<file path="src/inc/slcs_pkg.sv">
// Constants, types and helpers for the light curtain receiver sequencer
package slcs_pkg;

  localparam int unsigned SLCS_CLK_KHZ = 25000;
  localparam int unsigned SLCS_RESET_OPEN_MS = 250;
  localparam int unsigned SLCS_TEST_OPEN_MS = 200;
  localparam int unsigned SLCS_FLASH_HALF_MS = 250;
  localparam int unsigned SLCS_DEBOUNCE_MS = 10;

  // Least times round up; these come out exact at 25 MHz
  localparam int unsigned SLCS_RESET_OPEN_CYC =
    SLCS_CLK_KHZ * SLCS_RESET_OPEN_MS;
  localparam int unsigned SLCS_TEST_OPEN_CYC =
    SLCS_CLK_KHZ * SLCS_TEST_OPEN_MS;
  localparam int unsigned SLCS_FLASH_HALF_CYC =
    SLCS_CLK_KHZ * SLCS_FLASH_HALF_MS;
  localparam int unsigned SLCS_DEBOUNCE_CYC =
    SLCS_CLK_KHZ * SLCS_DEBOUNCE_MS;

  localparam int SLCS_CNT_W = 24;
  typedef logic [SLCS_CNT_W-1:0] slcs_cnt_t;

  localparam slcs_cnt_t SLCS_CNT_RST = 24'h000000;
  localparam logic SLCS_LEVEL_RST = 1'b0;
  localparam logic [2:0] SLCS_SYNC_RST = 3'h0;
  localparam logic [1:0] SLCS_OUT_RST = 2'h0;

  typedef enum logic [2:0] {
    SLCS_ST_SELFTEST = 3'h0,
    SLCS_ST_SYNC = 3'h1,
    SLCS_ST_WAIT = 3'h3,
    SLCS_ST_RUN = 3'h2,
    SLCS_ST_TEST = 3'h6,
    SLCS_ST_LOCKOUT = 3'h7,
    SLCS_ST_INFAULT = 3'h5
  } slcs_state_e;

  // Optical front end status, same clock domain
  typedef struct packed {
    logic sync_ok;
    logic top_clear;
    logic bottom_clear;
    logic all_clear;
  } slcs_beam_s;

  typedef struct packed {
    logic emit_power;
    logic align_top;
    logic align_bottom;
    logic status_clear;
    logic status_blocked;
  } slcs_led_s;

  localparam slcs_led_s SLCS_LED_RST = 5'h00;

  typedef struct packed {
    logic [2:0] sync;
    slcs_cnt_t cnt;
    logic level;
    logic settled;
  } slcs_filt_s;

  typedef struct packed {
    slcs_state_e st;
    logic latch_mode;
    logic emit_lock;
    slcs_cnt_t open_cnt;
    logic prev_level;
    slcs_cnt_t flash_cnt;
    logic flash;
    logic [1:0] safety_switch_output;
    slcs_led_s led;
  } slcs_seq_s;

  function automatic slcs_cnt_t slcs_sat_inc(input slcs_cnt_t v);
    slcs_cnt_t r;
    r = v;
    if (v != {SLCS_CNT_W{1'b1}}) begin
      r = v + 24'h000001;
    end
    return r;
  endfunction

endpackage

</file>
<file path="src/logic/slcs_pin_filter.sv">
// Three-stage synchroniser and debouncer for the reset/test pin
`timescale 1ns/100ps
module slcs_pin_filter
  import slcs_pkg::*;
#(
  parameter int unsigned DEBOUNCE_CYC = SLCS_DEBOUNCE_CYC
) (
  input wire logic mclk,
  input wire logic resetn,
  input wire logic pin,
  output logic level,
  output logic settled
);

  slcs_filt_s q_reg;
  slcs_filt_s q_next;

  always_comb begin
    q_next = q_reg;
    q_next.sync = {q_reg.sync[1:0], pin};
    // Only stages two and three are compared; stage one feeds stage two only
    if (q_reg.sync[1] == q_reg.sync[2] &&
        (q_reg.sync[2] != q_reg.level || !q_reg.settled)) begin
      q_next.cnt = slcs_sat_inc(q_reg.cnt);
      if (q_reg.cnt >= DEBOUNCE_CYC[SLCS_CNT_W-1:0]) begin
        q_next.level = q_reg.sync[2];
        q_next.settled = 1'b1;
        q_next.cnt = SLCS_CNT_RST;
      end
    end else begin
      q_next.cnt = SLCS_CNT_RST;
    end
  end

  always_ff @(posedge mclk or negedge resetn) begin
    if (!resetn) begin
      q_reg.sync <= SLCS_SYNC_RST;
      q_reg.cnt <= SLCS_CNT_RST;
      q_reg.level <= SLCS_LEVEL_RST;
      q_reg.settled <= 1'b0;
    end else begin
      q_reg <= q_next;
    end
  end

  assign level = q_reg.level;
  assign settled = q_reg.settled;

endmodule

</file>
<file path="src/logic/slcs_sequencer.sv">
// Receiver sequencing, safety outputs and indicator drive
// Overview of operation
// - Reset accepted only after a quarter second open, then closing.
// - Trip variant needs manual reset only to leave lockout.
// - Latch variant needs reset after power-up, latch events and lockout.
// - Emitter fault locks until power cycle; no reset input exists.
// - Emitter green on when healthy, flashing on fault.
// - Top yellow on while sync beam aligned and clear.
// - Bottom yellow on while bottom beam aligned and clear.
// - Latch variant flashes both yellows while aligned, awaiting reset.
// - Green on when clear with outputs on; flashes in test while red stays on.
// - Red on when blocked with outputs off; flashes in lockout.
// - Power-up self-test fault stops scanning, outputs off, diagnostics.
// - Trip variant enters run after sync without any reset.
// - Latch variant waits for aligned beams and valid reset before run.
// - Trip run: blocked beam drops outputs, clear beams restore them.
// - Latch run: block drops outputs; need reset with beams still clear.
// - Runtime critical fault stops scanning, drops outputs, shows lockout.
// - Reset/test input open over 200 ms runs test cycle, outputs off.
// - Input open at power-up gives input fault: red, green on.
`timescale 1ns/100ps
module slcs_sequencer
  import slcs_pkg::*;
#(
  parameter int unsigned RESET_OPEN_CYC = SLCS_RESET_OPEN_CYC,
  parameter int unsigned TEST_OPEN_CYC = SLCS_TEST_OPEN_CYC,
  parameter int unsigned FLASH_HALF_CYC = SLCS_FLASH_HALF_CYC,
  parameter int unsigned DEBOUNCE_CYC = SLCS_DEBOUNCE_CYC
) (
  input wire logic mclk,
  input wire logic resetn,
  input wire logic latch_mode,
  input wire logic reset_test_in,
  input wire slcs_beam_s beam,
  input wire logic selftest_done,
  input wire logic selftest_fault,
  input wire logic internal_fault,
  input wire logic emitter_fault,
  output logic safety_switch_output_1,
  output logic safety_switch_output_2,
  output logic scan_enable,
  output slcs_state_e state,
  output slcs_led_s led
);

  localparam slcs_cnt_t RESET_OPEN_LIM = RESET_OPEN_CYC[SLCS_CNT_W-1:0];
  localparam slcs_cnt_t TEST_OPEN_LIM = TEST_OPEN_CYC[SLCS_CNT_W-1:0];
  localparam slcs_cnt_t FLASH_LAST = FLASH_HALF_CYC[SLCS_CNT_W-1:0] -
    24'h000001;

  slcs_seq_s q_reg;
  slcs_seq_s q_next;
  logic in_closed;
  logic in_settled;
  logic reset_pulse;
  logic fault;
  logic outs_on;
  logic latch_eff;

  slcs_pin_filter #(
    .DEBOUNCE_CYC(DEBOUNCE_CYC)
  ) u_filter (
    .mclk(mclk),
    .resetn(resetn),
    .pin(reset_test_in),
    .level(in_closed),
    .settled(in_settled)
  );

  assign fault = internal_fault | selftest_fault;
  // The strap is frozen once self-test ends
  assign latch_eff = (q_reg.st == SLCS_ST_SELFTEST) ? latch_mode :
    q_reg.latch_mode;
  // Acts on the closing edge that ends a long enough open interval
  assign reset_pulse = in_closed & ~q_reg.prev_level &
    (q_reg.open_cnt >= RESET_OPEN_LIM);

  always_comb begin
    q_next = q_reg;
    outs_on = 1'b0;
    q_next.prev_level = in_closed;
    if (!in_closed) begin
      q_next.open_cnt = slcs_sat_inc(q_reg.open_cnt);
    end else begin
      q_next.open_cnt = SLCS_CNT_RST;
    end
    if (q_reg.flash_cnt >= FLASH_LAST) begin
      q_next.flash_cnt = SLCS_CNT_RST;
      q_next.flash = ~q_reg.flash;
    end else begin
      q_next.flash_cnt = slcs_sat_inc(q_reg.flash_cnt);
    end
    // Sticky until power is removed; nothing else clears it
    if (emitter_fault) begin
      q_next.emit_lock = 1'b1;
    end

    unique case (q_reg.st)
      SLCS_ST_SELFTEST: begin
        q_next.latch_mode = latch_eff;
        if (fault) begin
          q_next.st = SLCS_ST_LOCKOUT;
        end else if (selftest_done && in_settled) begin
          if (!in_closed) begin
            q_next.st = SLCS_ST_INFAULT;
          end else begin
            q_next.st = SLCS_ST_SYNC;
          end
        end
      end
      SLCS_ST_SYNC: begin
        if (fault) begin
          q_next.st = SLCS_ST_LOCKOUT;
        end else if (beam.sync_ok) begin
          q_next.st = q_reg.latch_mode ? SLCS_ST_WAIT : SLCS_ST_RUN;
        end
      end
      SLCS_ST_WAIT: begin
        if (fault) begin
          q_next.st = SLCS_ST_LOCKOUT;
        end else if (!beam.sync_ok) begin
          q_next.st = SLCS_ST_SYNC;
        end else if (reset_pulse && beam.all_clear) begin
          q_next.st = SLCS_ST_RUN;
        end
      end
      SLCS_ST_RUN: begin
        if (fault) begin
          q_next.st = SLCS_ST_LOCKOUT;
        end else if (q_reg.open_cnt > TEST_OPEN_LIM) begin
          q_next.st = SLCS_ST_TEST;
        end else if (!beam.sync_ok) begin
          q_next.st = SLCS_ST_SYNC;
        end else if (q_reg.latch_mode && !beam.all_clear) begin
          q_next.st = SLCS_ST_WAIT;
        end
      end
      SLCS_ST_TEST: begin
        if (fault) begin
          q_next.st = SLCS_ST_LOCKOUT;
        end else if (in_closed) begin
          q_next.st = q_reg.latch_mode ? SLCS_ST_WAIT : SLCS_ST_SYNC;
        end
      end
      SLCS_ST_LOCKOUT: begin
        // A reset is ignored while the fault is still present
        if (reset_pulse && !fault) begin
          q_next.st = SLCS_ST_SYNC;
        end
      end
      SLCS_ST_INFAULT: begin
        q_next.st = SLCS_ST_INFAULT;
      end
      default: begin
        q_next.st = SLCS_ST_LOCKOUT;
      end
    endcase

    q_next.led.emit_power = q_next.emit_lock ? q_next.flash : 1'b1;
    q_next.led.align_top = beam.sync_ok & beam.top_clear;
    q_next.led.align_bottom = beam.sync_ok & beam.bottom_clear;
    q_next.led.status_clear = 1'b0;
    q_next.led.status_blocked = 1'b1;
    unique case (q_next.st)
      SLCS_ST_RUN: begin
        // Trip variant stays here while blocked and recovers by itself
        outs_on = beam.all_clear & beam.sync_ok;
        q_next.led.status_clear = outs_on;
        q_next.led.status_blocked = ~outs_on;
      end
      SLCS_ST_WAIT: begin
        if (beam.all_clear && beam.sync_ok) begin
          q_next.led.align_top = q_next.flash;
          q_next.led.align_bottom = q_next.flash;
        end
      end
      SLCS_ST_TEST: begin
        q_next.led.status_clear = q_next.flash;
      end
      SLCS_ST_LOCKOUT: begin
        q_next.led.align_top = 1'b0;
        q_next.led.align_bottom = 1'b0;
        q_next.led.status_blocked = q_next.flash;
      end
      SLCS_ST_INFAULT: begin
        q_next.led.align_top = 1'b0;
        q_next.led.align_bottom = 1'b0;
        q_next.led.status_clear = 1'b1;
      end
      default: begin
        outs_on = 1'b0;
      end
    endcase
    q_next.safety_switch_output = {outs_on, outs_on};
  end

  always_ff @(posedge mclk or negedge resetn) begin
    if (!resetn) begin
      q_reg.st <= SLCS_ST_SELFTEST;
      q_reg.latch_mode <= 1'b0;
      q_reg.emit_lock <= 1'b0;
      q_reg.open_cnt <= SLCS_CNT_RST;
      q_reg.prev_level <= SLCS_LEVEL_RST;
      q_reg.flash_cnt <= SLCS_CNT_RST;
      q_reg.flash <= 1'b0;
      q_reg.safety_switch_output <= SLCS_OUT_RST;
      q_reg.led <= SLCS_LED_RST;
    end else begin
      q_reg <= q_next;
    end
  end

  assign safety_switch_output_1 = q_reg.safety_switch_output[0];
  assign safety_switch_output_2 = q_reg.safety_switch_output[1];
  // Scanning stops for self-test, lockout and input fault
  assign scan_enable = (q_reg.st != SLCS_ST_LOCKOUT) &&
    (q_reg.st != SLCS_ST_INFAULT) && (q_reg.st != SLCS_ST_SELFTEST);
  assign state = q_reg.st;
  assign led = q_reg.led;
endmodule

</file>
<file path="config.mk">
export PLATFORM = sky130hd
export DESIGN_NAME = slcs_sequencer
export DESIGN_NICKNAME = d
export VERILOG_FILES = /design/src/inc/slcs_pkg.sv /design/src/logic/slcs_pin_filter.sv /design/src/logic/slcs_sequencer.sv
export SDC_FILE = /design/constraint.sdc
export NUM_CORES = 1
export LEC_CHECK = 0
export BUFFER_PORTS_ARGS = -buffer_cell sky130_fd_sc_hd__buf_2
export CORE_ASPECT_RATIO = 1.1
export CORE_MARGIN = 3
export CORE_UTILIZATION = 55
export DETAILED_ROUTE_END_ITERATION = 12
export GPL_TIMING_DRIVEN = 1
export PLACE_DENSITY_LB_ADDON = 0.1
export SYNTH_ARGS = -nofsm -noshare
export SYNTH_HDL_FRONTEND = slang
export SYNTH_SLANG_ARGS = --single-unit
export TNS_END_PERCENT = 20
</file>
<file path="constraint.sdc">
create_clock -name mclk -period 2.4 [get_ports mclk]
set_input_delay 0.12 -clock mclk [delete_from_list [all_inputs] [get_ports mclk]]
set_output_delay 0.12 -clock mclk [all_outputs]
set_load 0.1 [all_outputs]
</file>
==> flow_summary.ini, run 1 <==
[cts]
cts_tree = yes
htreeDepth = 3
ctsLongestPathBuffers = 2
clkSinkCount = 90
clkTransAtPathRegs_ns = 0.09
clk_latency_ns = 0.36
cts_made_buffers = 9
cts_root_buf = clkbuf_8

[floorplanning]
core_area_mm2 = 0.008083
rows = 34
die_h_um = 102.8
io_pins = 23
die-area_mm2 = 0.009655
dieWidth_um = 93.96
initial_utilization_pct = 57.91

[power]
net-switching-power_mw = 1.012
clkPwrFrac_pct = 34.5
p_leak_nw = 2.267
power.total_mw = 3.367
combPwrFrac_pct = 16.4
seq_power_share_pct = 49.1
powerDensity_mw_per_mm2 = 631.0
p_int_mw = 2.355
swShare_pct = 30.05
peakVddDrop_mv = 0.4539

[synthesis]
yosys-top-cells-area = dfrtp_1 48%, nor2_1 5.9%, xor2_1 5.4%
synthCells = 491
synth_seq_cells = 90
synth_edf_count = 0
yosys_warnings = 0
ys_top_cells_by_count = 90 x dfrtp_1, 74 x nor2_1, 38 x nand2_1
ys.flop_type = dfrtp_1
async_flop_share_pct = 100.0
ys_seq_area_share_pct = 48.12
syn_area_per_cell_um2 = 9.533
synth_largest_area_cell = dfrtp_1
synth.most_common_cell = dfrtp_1
synth_area_mm2 = 0.004681
synth.distinct_cells = 60
synth_top_area_share_pct = 48.12

[place]
dp_worst_setup_slack_ns = -0.09583
hpwl_um = 6540
gp_congestion = 0.8238
place_area_mm2 = 0.005007
port_buffers = 22

[worst_setup_path]
crit_path_start_kind = flop
path_class = reg -> reg
worst_setup_path_end_kind = flop
critical_path_buf_inv_count = 1
cp.arrival_ns = 2.67
critPathMaxStageDelay_ns = 0.46
slowest_stage = or4bb_1
path_delay_family = simple AND/OR/NAND/NOR gates
critPathMaxFanout = 3
crit_path_cell_trace = inv_1 -> ha_1 -> or4bb_1 -> nor4_4 -> mux2i_2 -> a21oi_1 -> o2111ai_1 -> or3_4 -> o211ai_2
cp_data_required_time_ns = 2.68

[timing]
max_freq_mhz = 417.4
final.setup.tns_ns = 0
skew_ns = 0.008699
worstMarginPinSlew_ns = 0.5621
fin_crit_ns = 2.396
setup_viol = 0
drv_slew = 0
hold_violations = 0
finalWorstSetupSlack_ns = 0.004171
slew_headroom_pct = 62.04
hold_ws_ns = 0.05517
fin_crit_sh_pct = 99.83
rsz0062_at_grt = yes

[outcome]
status = completed

[drt]
drc = 0
vias = 3654
routedWlPerCell_um = 14.42
drt_iter0_drc = 180
dr.pass1.iters = 4
final_antenna_net_count = 0
routed_wirelength_um = 9357
viasPerCell = 5.630

[layout]
multiInputGateArea_mm2 = 0.002296
num-nets-final = 553
ff_latch_area_mm2 = 0.002257
diodes = 0
final_area_mm2 = 0.005335
drive_gt1_share_pct = 16.64
fillerInstances = 674
areaGrowthSynthToFinish_pct = 13.98
largest_reg_flops = 52

[run]
maxCapViolations = 0

[global_route]
antenna_found_initial = 0
grt.total_usage_pct = 20.91
grt-ovfl-total = 0
grt_max_degree = 40
grt_pass1_vias = 3436
grt_pass1_wl_um = 15960

[min_path]
min_path_type = in -> reg
[final cells by class]
class	instances	share of cell area [%]
tap	108	2.533
timing repair buffer	52	6.754
sequential	90	42.31
clock inverter	7	1.923
clock buffer	9	2.322
multi-input combinational	367	43.03
inverter	16	1.126
[metrics by stage]
step / util, % / instances
6_report: 66.01 / 649
5_1_grt: 66.01 / 649
4_1_cts: 65.45 / 647
3_5_place_dp: 61.95 / 627
3_3_place_gp: 61.95 / 627
2_1_floorplan: - / 497
[final timing paths]
check                                         start                   to  slack [ns]  cells past startpoint
worst max-delay path                      q_reg[34]               led[3]       0.004                      9
worst min-delay path                        beam[1]               led[2]        0.06                      3
worst max register to register            q_reg[34]               led[3]       0.004                      9
worst min register to register  u_filter.q_next[27]  u_filter.q_next[28]        0.36                      0
max in group asynchronous                    resetn            q_reg[32]        1.51                      3
min in group asynchronous                    resetn    u_filter.q_reg[9]        0.26                      2
[tightest hold or removal path, cell delays in order]
cell      delay (ns)
buf_2           0.10
nand2_1         0.09
o211ai_2        0.07
[timing repair]
| action | 4_1_cts | 5_1_grt |
|---|---|---|
| setup buffers | 0 | 2 |
| resized for setup | 3 | 6 |
| setup endpoints to repair | 4 | 10 |
| hold buffers | 4 | 0 |
| pin swaps | 0 | 3 |
| endpoints found under the hold margin | 40 | 0 |
[cell usage in the layout (no fill, tap or decap), types with 19 or more instances in the layout]
| master | netlist | layout |
|---|---|---|
| nor2_1 | 74 | 74 |
| a21oi_1 | 23 | 23 |
| nand4_1 | 19 | 19 |
| nand2_1 | 38 | 38 |
| nand3_1 | 21 | 21 |
| buf_2 | 4 | 21 |
| dfrtp_1 | 90 | 86 |
| buf_4 | 9 | 26 |
| xor2_1 | 29 | 29 |
| xnor2_1 | 23 | 23 |
[metal layers]
layer	share of wire [%]	up-vias	track usage (%)	wire, um
met4	1.6	0	8.556	146
li1	-	1790	-	-
met3	3.8	14	2.920	357
met2	49	82	34.57	4581
met5	0	-	0	0
met1	46	1768	27.93	4271
[power by group through the flow]
stage / sequential, mW / combinational [mW] / clock, mW
finish: 1.65 / 0.554 / 1.16
global route: 1.66 / 0.611 / 1.26
CTS: 1.65 / 0.561 / 1.18
detailed placement: 1.68 / 0.554 / 0
global placement: 1.68 / 0.544 / 0
floorplan: 1.67 / 0.413 / 0
[cells by family (layout without fill, tap and decap cells)]
logic type               after synthesis  in the layout  synth area share (%)
multiplexers                           2              2                0.4544
AND/OR/NAND/NOR                      235            235                 26.62
adder cells (fa/ha/maj)                5              5                 1.337
AO/OA/AOI/OAI                         66             66                 9.463
other                                  1              7               0.08012
flip-flops                            90             90                 48.12
XOR/XNOR                              52             52                 9.730
buffers and inverters                 40             84                 4.197
(Power assumes the default switching activity.)
==> run 2: changes to the inputs <==
--- a/config.mk
+++ b/config.mk
@@ -5,13 +5,15 @@
 export SDC_FILE = /design/constraint.sdc
 export NUM_CORES = 1
 export LEC_CHECK = 0
-export BUFFER_PORTS_ARGS = -buffer_cell sky130_fd_sc_hd__buf_2
+export BUFFER_PORTS_ARGS = -buffer_cell sky130_fd_sc_hd__buf_4
 export CORE_ASPECT_RATIO = 1.1
 export CORE_MARGIN = 3
 export CORE_UTILIZATION = 55
+export CTS_CLUSTER_DIAMETER = 100
 export DETAILED_ROUTE_END_ITERATION = 12
 export GPL_TIMING_DRIVEN = 1
 export PLACE_DENSITY_LB_ADDON = 0.1
+export RECOVER_POWER = 50
 export SYNTH_ARGS = -nofsm -noshare
 export SYNTH_HDL_FRONTEND = slang
 export SYNTH_SLANG_ARGS = --single-unit
==> flow_summary.ini, run 2 (synthesized netlist as in run 1, its figures left out) <==
[min_path]
min_path_type = in -> reg
hold-path-endpoint = led[2]
hold_depth = 3
hp-start = beam[1]

[timing]
slew_headroom_pct = 8.151
final.setup.tns_ns = 0
fin_crit_sh_pct = 98.19
fin_crit_ns = 2.356
skew_ns = 0.01512
hold_violations = 0
rsz0062_at_grt = yes
setup_viol = 0
max_freq_mhz = 424.4
worstMarginPinSlew_ns = 1.378
drv_slew = 0

[run]
maxCapViolations = 0

[global_route]
grt_pass1_vias = 3482
antenna_found_initial = 0
grt_pass1_wl_um = 15790
grt-ovfl-total = 0
grt.total_usage_pct = 20.32
grt_max_degree = 57

[cts]
clkTransAtPathRegs_ns = 0.09
cts_root_buf = clkbuf_8
cts_made_buffers = 9
cts_tree = yes
ctsLongestPathBuffers = 2
clkSinkCount = 90
htreeDepth = 3
clk_latency_ns = 0.36

[power]
peakVddDrop_mv = 0.3661
p_leak_nw = 2.266
powerDensity_mw_per_mm2 = 588.6

[floorplanning]
die-area_mm2 = 0.009655
io_pins = 23
core_area_mm2 = 0.008083
die_h_um = 102.8
rows = 34
initial_utilization_pct = 57.91
dieWidth_um = 93.96

[place]
place_area_mm2 = 0.005097
port_buffers = 22
gp_congestion = 0.8652
hpwl_um = 6300

[worst_setup_path]
slowest_stage = or4b_4
timing.rr.end = led[0]
ff2ff_path_depth = 8
cp.arrival_ns = 2.60
crit_path_cell_trace = or4b_4 -> nor4_4 -> mux2i_2 -> a41oi_2 -> nor3_4 -> buf_4 -> and3_1 -> o21ai_1
worst_setup_path_end_kind = flop
critPathMaxFanout = 4
path_class = reg -> reg
crit_path_start_kind = flop
reg2reg_slack_ns = 0.04
cp_data_required_time_ns = 2.65
critPathMaxStageDelay_ns = 0.55
r2r_start = q_reg[56]
critPathLaunch = q_reg[56]

[layout]
layout_common_cells = 90 x dfrtp_1, 74 x nor2_1, 46 x buf_4
diodes = 0
num-nets-final = 560
final_common_cell = dfrtp_1
post-route-util_pct = 66.08
largest_reg_flops = 52
final_area_mm2 = 0.005341
drive_gt1_share_pct = 16.06
areaGrowthSynthToFinish_pct = 14.11

[drt]
routedWlPerCell_um = 14.04
dr.pass1.iters = 6
final_antenna_net_count = 0
drt_iter0_drc = 219
routed_wirelength_um = 9213
viasPerCell = 5.591
drc = 0
vias = 3668

[outcome]
status = completed
==> run 2: cell count changes in the layout (fill, tap and decap cells not counted), moves of 3 or more <==
cell | previous run | this run
dfrtp_1 | 86 | 90
dfrtp_2 | 4 | 0
buf_4 | 26 | 46
clkinv_4 | 3 | 0
clkinvlp_4 | 0 | 3
clkbuf_1 | 0 | 7
buf_2 | 21 | 1
==> run 2: layer usage <==
| metal | part of all wire [%] | global-route usage (%) | vias to the layer above |
|---|---|---|---|
| met5 | 0 | 0 | - |
| met4 | 1.1 | 8.111 | 0 |
| met3 | 3.7 | 3.066 | 10 |
| met2 | 49 | 33.04 | 77 |
| met1 | 46 | 27.58 | 1778 |
| li1 | - | - | 1803 |
==> run 2: worst max-delay path by stage <==
stage	end	slack (ns)	cells past startpoint
2_1_floorplan	led[1]	0.04	9
3_3_place_gp	led[0]	-0.03	8
3_5_place_dp	led[0]	-0.11	8
4_1_cts	led[0]	-0.009	8
5_1_grt	led[0]	-0.09	8
6_report	led[0]	0.04	8
==> run 2: timing repair <==
item / CTS / global route
setup buffers: 0 / 4
hold buffers: 4 / 0
cloned: 0 / 0
endpoints found under the setup margin: 3 / 5
pin swaps: 0 / 8
hold endpoints to repair: 58 / 0
gates resized for setup: 3 / 5
==> run 2: power by group <==
part           internal (mW)  leakage (nW)  total [mW]  switching [mW]
Sequential              1.60          1.19        1.65          0.0582
Clock                  0.404        0.0786       0.923           0.519
Combinational          0.169          1.00       0.568           0.399
==> run 2: per-stage QoR <==
step	setup WS (ns)	hold WS (ns)	total power, mW	std cells
global route	-0.08868	0.07162	3.313	656
detailed placement	-0.1059	0.2290	2.249	632
finish	0.04353	0.05777	3.144	656
floorplan	0.03853	-0.1756	2.080	497
CTS	-0.008658	0.05115	3.181	652
global placement	-0.03339	0.2197	2.235	632
==> run 2: critical path: cells and delay by family (launching register included) <==
kind,cells,cell delay [ns]
AND/OR/NAND/NOR,4,1.14
flip-flops,1,0.38
multiplexers,1,0.34
AO/OA/AOI/OAI,2,0.24
buffers and inverters,1,0.17
==> run 2: final cells by class <==
| cell class | instances | area, um^2 |
|---|---|---|
| fillers | 684 | 2741 |
| multi-input cells | 367 | 2292 |
| flip-flops and latches | 90 | 2252 |
| repair buffers | 59 | 429.2 |
| clock buffers | 12 | 145.1 |
| well taps | 108 | 135.1 |
| inverters | 16 | 60.06 |
| clock inverters | 4 | 27.53 |
==> run 3: changes to the inputs <==
--- a/config.mk
+++ b/config.mk
@@ -8,12 +8,13 @@
 export BUFFER_PORTS_ARGS = -buffer_cell sky130_fd_sc_hd__buf_4
 export CORE_ASPECT_RATIO = 1.1
 export CORE_MARGIN = 3
-export CORE_UTILIZATION = 55
+export CORE_UTILIZATION = 25
 export CTS_CLUSTER_DIAMETER = 100
 export DETAILED_ROUTE_END_ITERATION = 12
 export GPL_TIMING_DRIVEN = 1
 export PLACE_DENSITY_LB_ADDON = 0.1
 export RECOVER_POWER = 50
+export REMOVE_ABC_BUFFERS = 1
 export SYNTH_ARGS = -nofsm -noshare
 export SYNTH_HDL_FRONTEND = slang
 export SYNTH_SLANG_ARGS = --single-unit
==> flow_summary.ini, run 3 (synthesized netlist as in run 1, its figures left out) <==
[floorplanning]
die-area_mm2 = 0.02040
rows = 51
initial_utilization_pct = 25.92
core_area_mm2 = 0.01806
die_h_um = 149.5
dieWidth_um = 136.5
io_pins = 23

[worst_setup_path]
critPathMaxFanout = 3
slowest_stage = or4b_4
path_common_cell = buf_4
critPathMaxStageDelay_ns = 0.55
worst_setup_path_end_kind = flop
path_delay_family = simple AND/OR/NAND/NOR gates
path_class = reg -> reg
cp.arrival_ns = 2.71
critical_path_buf_inv_count = 2
crit_path_cell_trace = or4b_4 -> nor4_4 -> mux2i_1 -> buf_4 -> and3_4 -> o22ai_4 -> buf_4 -> or3_4 -> o211ai_2
crit_path_start_kind = flop
reg2reg_slack_ns = -0.04
cp_data_required_time_ns = 2.67

[global_route]
grt_pass1_vias = 3751
grt.total_usage_pct = 11.34
grt_max_degree = 47
grt_pass1_wl_um = 18590
antenna_found_initial = 0
grt-ovfl-total = 0

[place]
port_buffers = 22
hpwl_um = 7430
dp_worst_setup_slack_ns = -0.08152
gp_congestion = 0.7676

[drt]
dr.pass1.iters = 4
viasPerCell = 4.608
vias = 3640
routed_wirelength_um = 10450
drt_iter0_drc = 189
drc = 0
final_antenna_net_count = 0
routedWlPerCell_um = 13.23

[cts]
htreeDepth = 3
clkSinkCount = 90
cts_made_buffers = 9
ctsLongestPathBuffers = 2
clkTransAtPathRegs_ns = 0.06
cts_root_buf = clkbuf_16
cts_tree = yes
clk_latency_ns = 0.34

[layout]
drive_gt1_share_pct = 17.39
final_common_cell = dfrtp_1
largest_reg_flops = 52
num-nets-final = 565
areaGrowthSynthToFinish_pct = 21.55
layout_common_cells = 89 x dfrtp_1, 74 x nor2_1, 51 x buf_4
fillerInstances = 1921
diodes = 0
post-route-util_pct = 31.50

[timing]
fin_crit_sh_pct = 101.8
max_freq_mhz = 409.3
fin_crit_ns = 2.443
final.setup.tns_ns = -0.07398
drv_slew = 0
setup_viol = 2
worstMarginPinSlew_ns = 1.208
hold_violations = 0
slew_headroom_pct = 19.82
rsz0062_at_grt = yes
hold_ws_ns = 0.08964
finalWorstSetupSlack_ns = -0.04328
skew_ns = 0.008611

[power]
combPwrFrac_pct = 16.5
seq_power_share_pct = 44.8
p_int_mw = 2.626
peakVddDrop_mv = 0.3677
power.total_mw = 3.689
clkPwrFrac_pct = 38.7
powerDensity_mw_per_mm2 = 648.5
p_leak_nw = 2.352
swShare_pct = 28.82
net-switching-power_mw = 1.063

[outcome]
status = finished with violations
violations = setup timing

[run]
maxCapViolations = 0

[min_path]
min_path_type = in -> reg
## run 3: cell types whose count changed in the layout (fill, tap and decap cells not counted), moves of 2 or more
cell	previous run	this run
clkinv_4	0	2
clkbuf_16	0	9
clkbuf_8	10	1
buf_4	46	51
clkinvlp_4	3	0
## run 3: path summary, 6_finish.rpt
kind,startpoint,endpoint,depth (start not counted)
min in group asynchronous,resetn,q_reg[38],2
hold reg to reg,u_filter.q_next[27],u_filter.q_next[28],0
max in group asynchronous,resetn,q_reg[50],3
hold / removal,beam[1],led[2],3
setup reg to reg,q_reg[56],led[2],9
setup / recovery,q_reg[56],led[2],9
## run 3: repair_timing
item,4_1_cts,5_1_grt
buffers inserted,0,3
hold buffers,4,0
pin swaps,0,7
endpoints found under the hold margin,47,0
gates resized for setup,2,10
endpoints found under the setup margin,4,8
## run 3: power groups by stage
stage               Clock (mW)  Combinational (mW)  Sequential, mW
CTS                       1.50               0.619            1.65
global route              1.55               0.676            1.66
global placement             0               0.613            1.68
floorplan                    0               0.164            1.87
finish                    1.43               0.608            1.65
detailed placement           0               0.610            1.68
## run 3: layout make-up
type	instances	area [um^2]	area share, %
Timing Repair Buffer	64	469.2	8.247
Multi-Input combinational cell	367	2313	40.66
Sequential cell	90	2253	39.61
Inverter	16	60.06	1.056
Clock inverter	4	52.55	0.9237
Clock buffer	11	242.7	4.267
Tap cell	238	297.8	5.234
## run 3: metrics by stage
step	cells	instance area (um^2)
6_report	790	5689
5_1_grt	790	5689
4_1_cts	787	5653
3_5_place_dp	768	5305
3_3_place_gp	768	5305
2_1_floorplan	473	4567
## run 3: per-layer routing
| metal | part of all wire (%) | wire length [um] | vias up | track usage [%] |
|---|---|---|---|---|
| met4 | 1.2 | 121 | 0 | 2.923 |
| li1 | - | - | 1811 | - |
| met1 | 47 | 4897 | 1783 | 14.85 |
| met2 | 49 | 5093 | 38 | 18.54 |
| met5 | 0 | 0 | - | 0 |
| met3 | 3.2 | 338 | 8 | 3.060 |
## run 3: tightest hold or removal path: stages
cell and delay, ns:
buf_4 0.08, nand2_1 0.07, o211ai_2 0.13
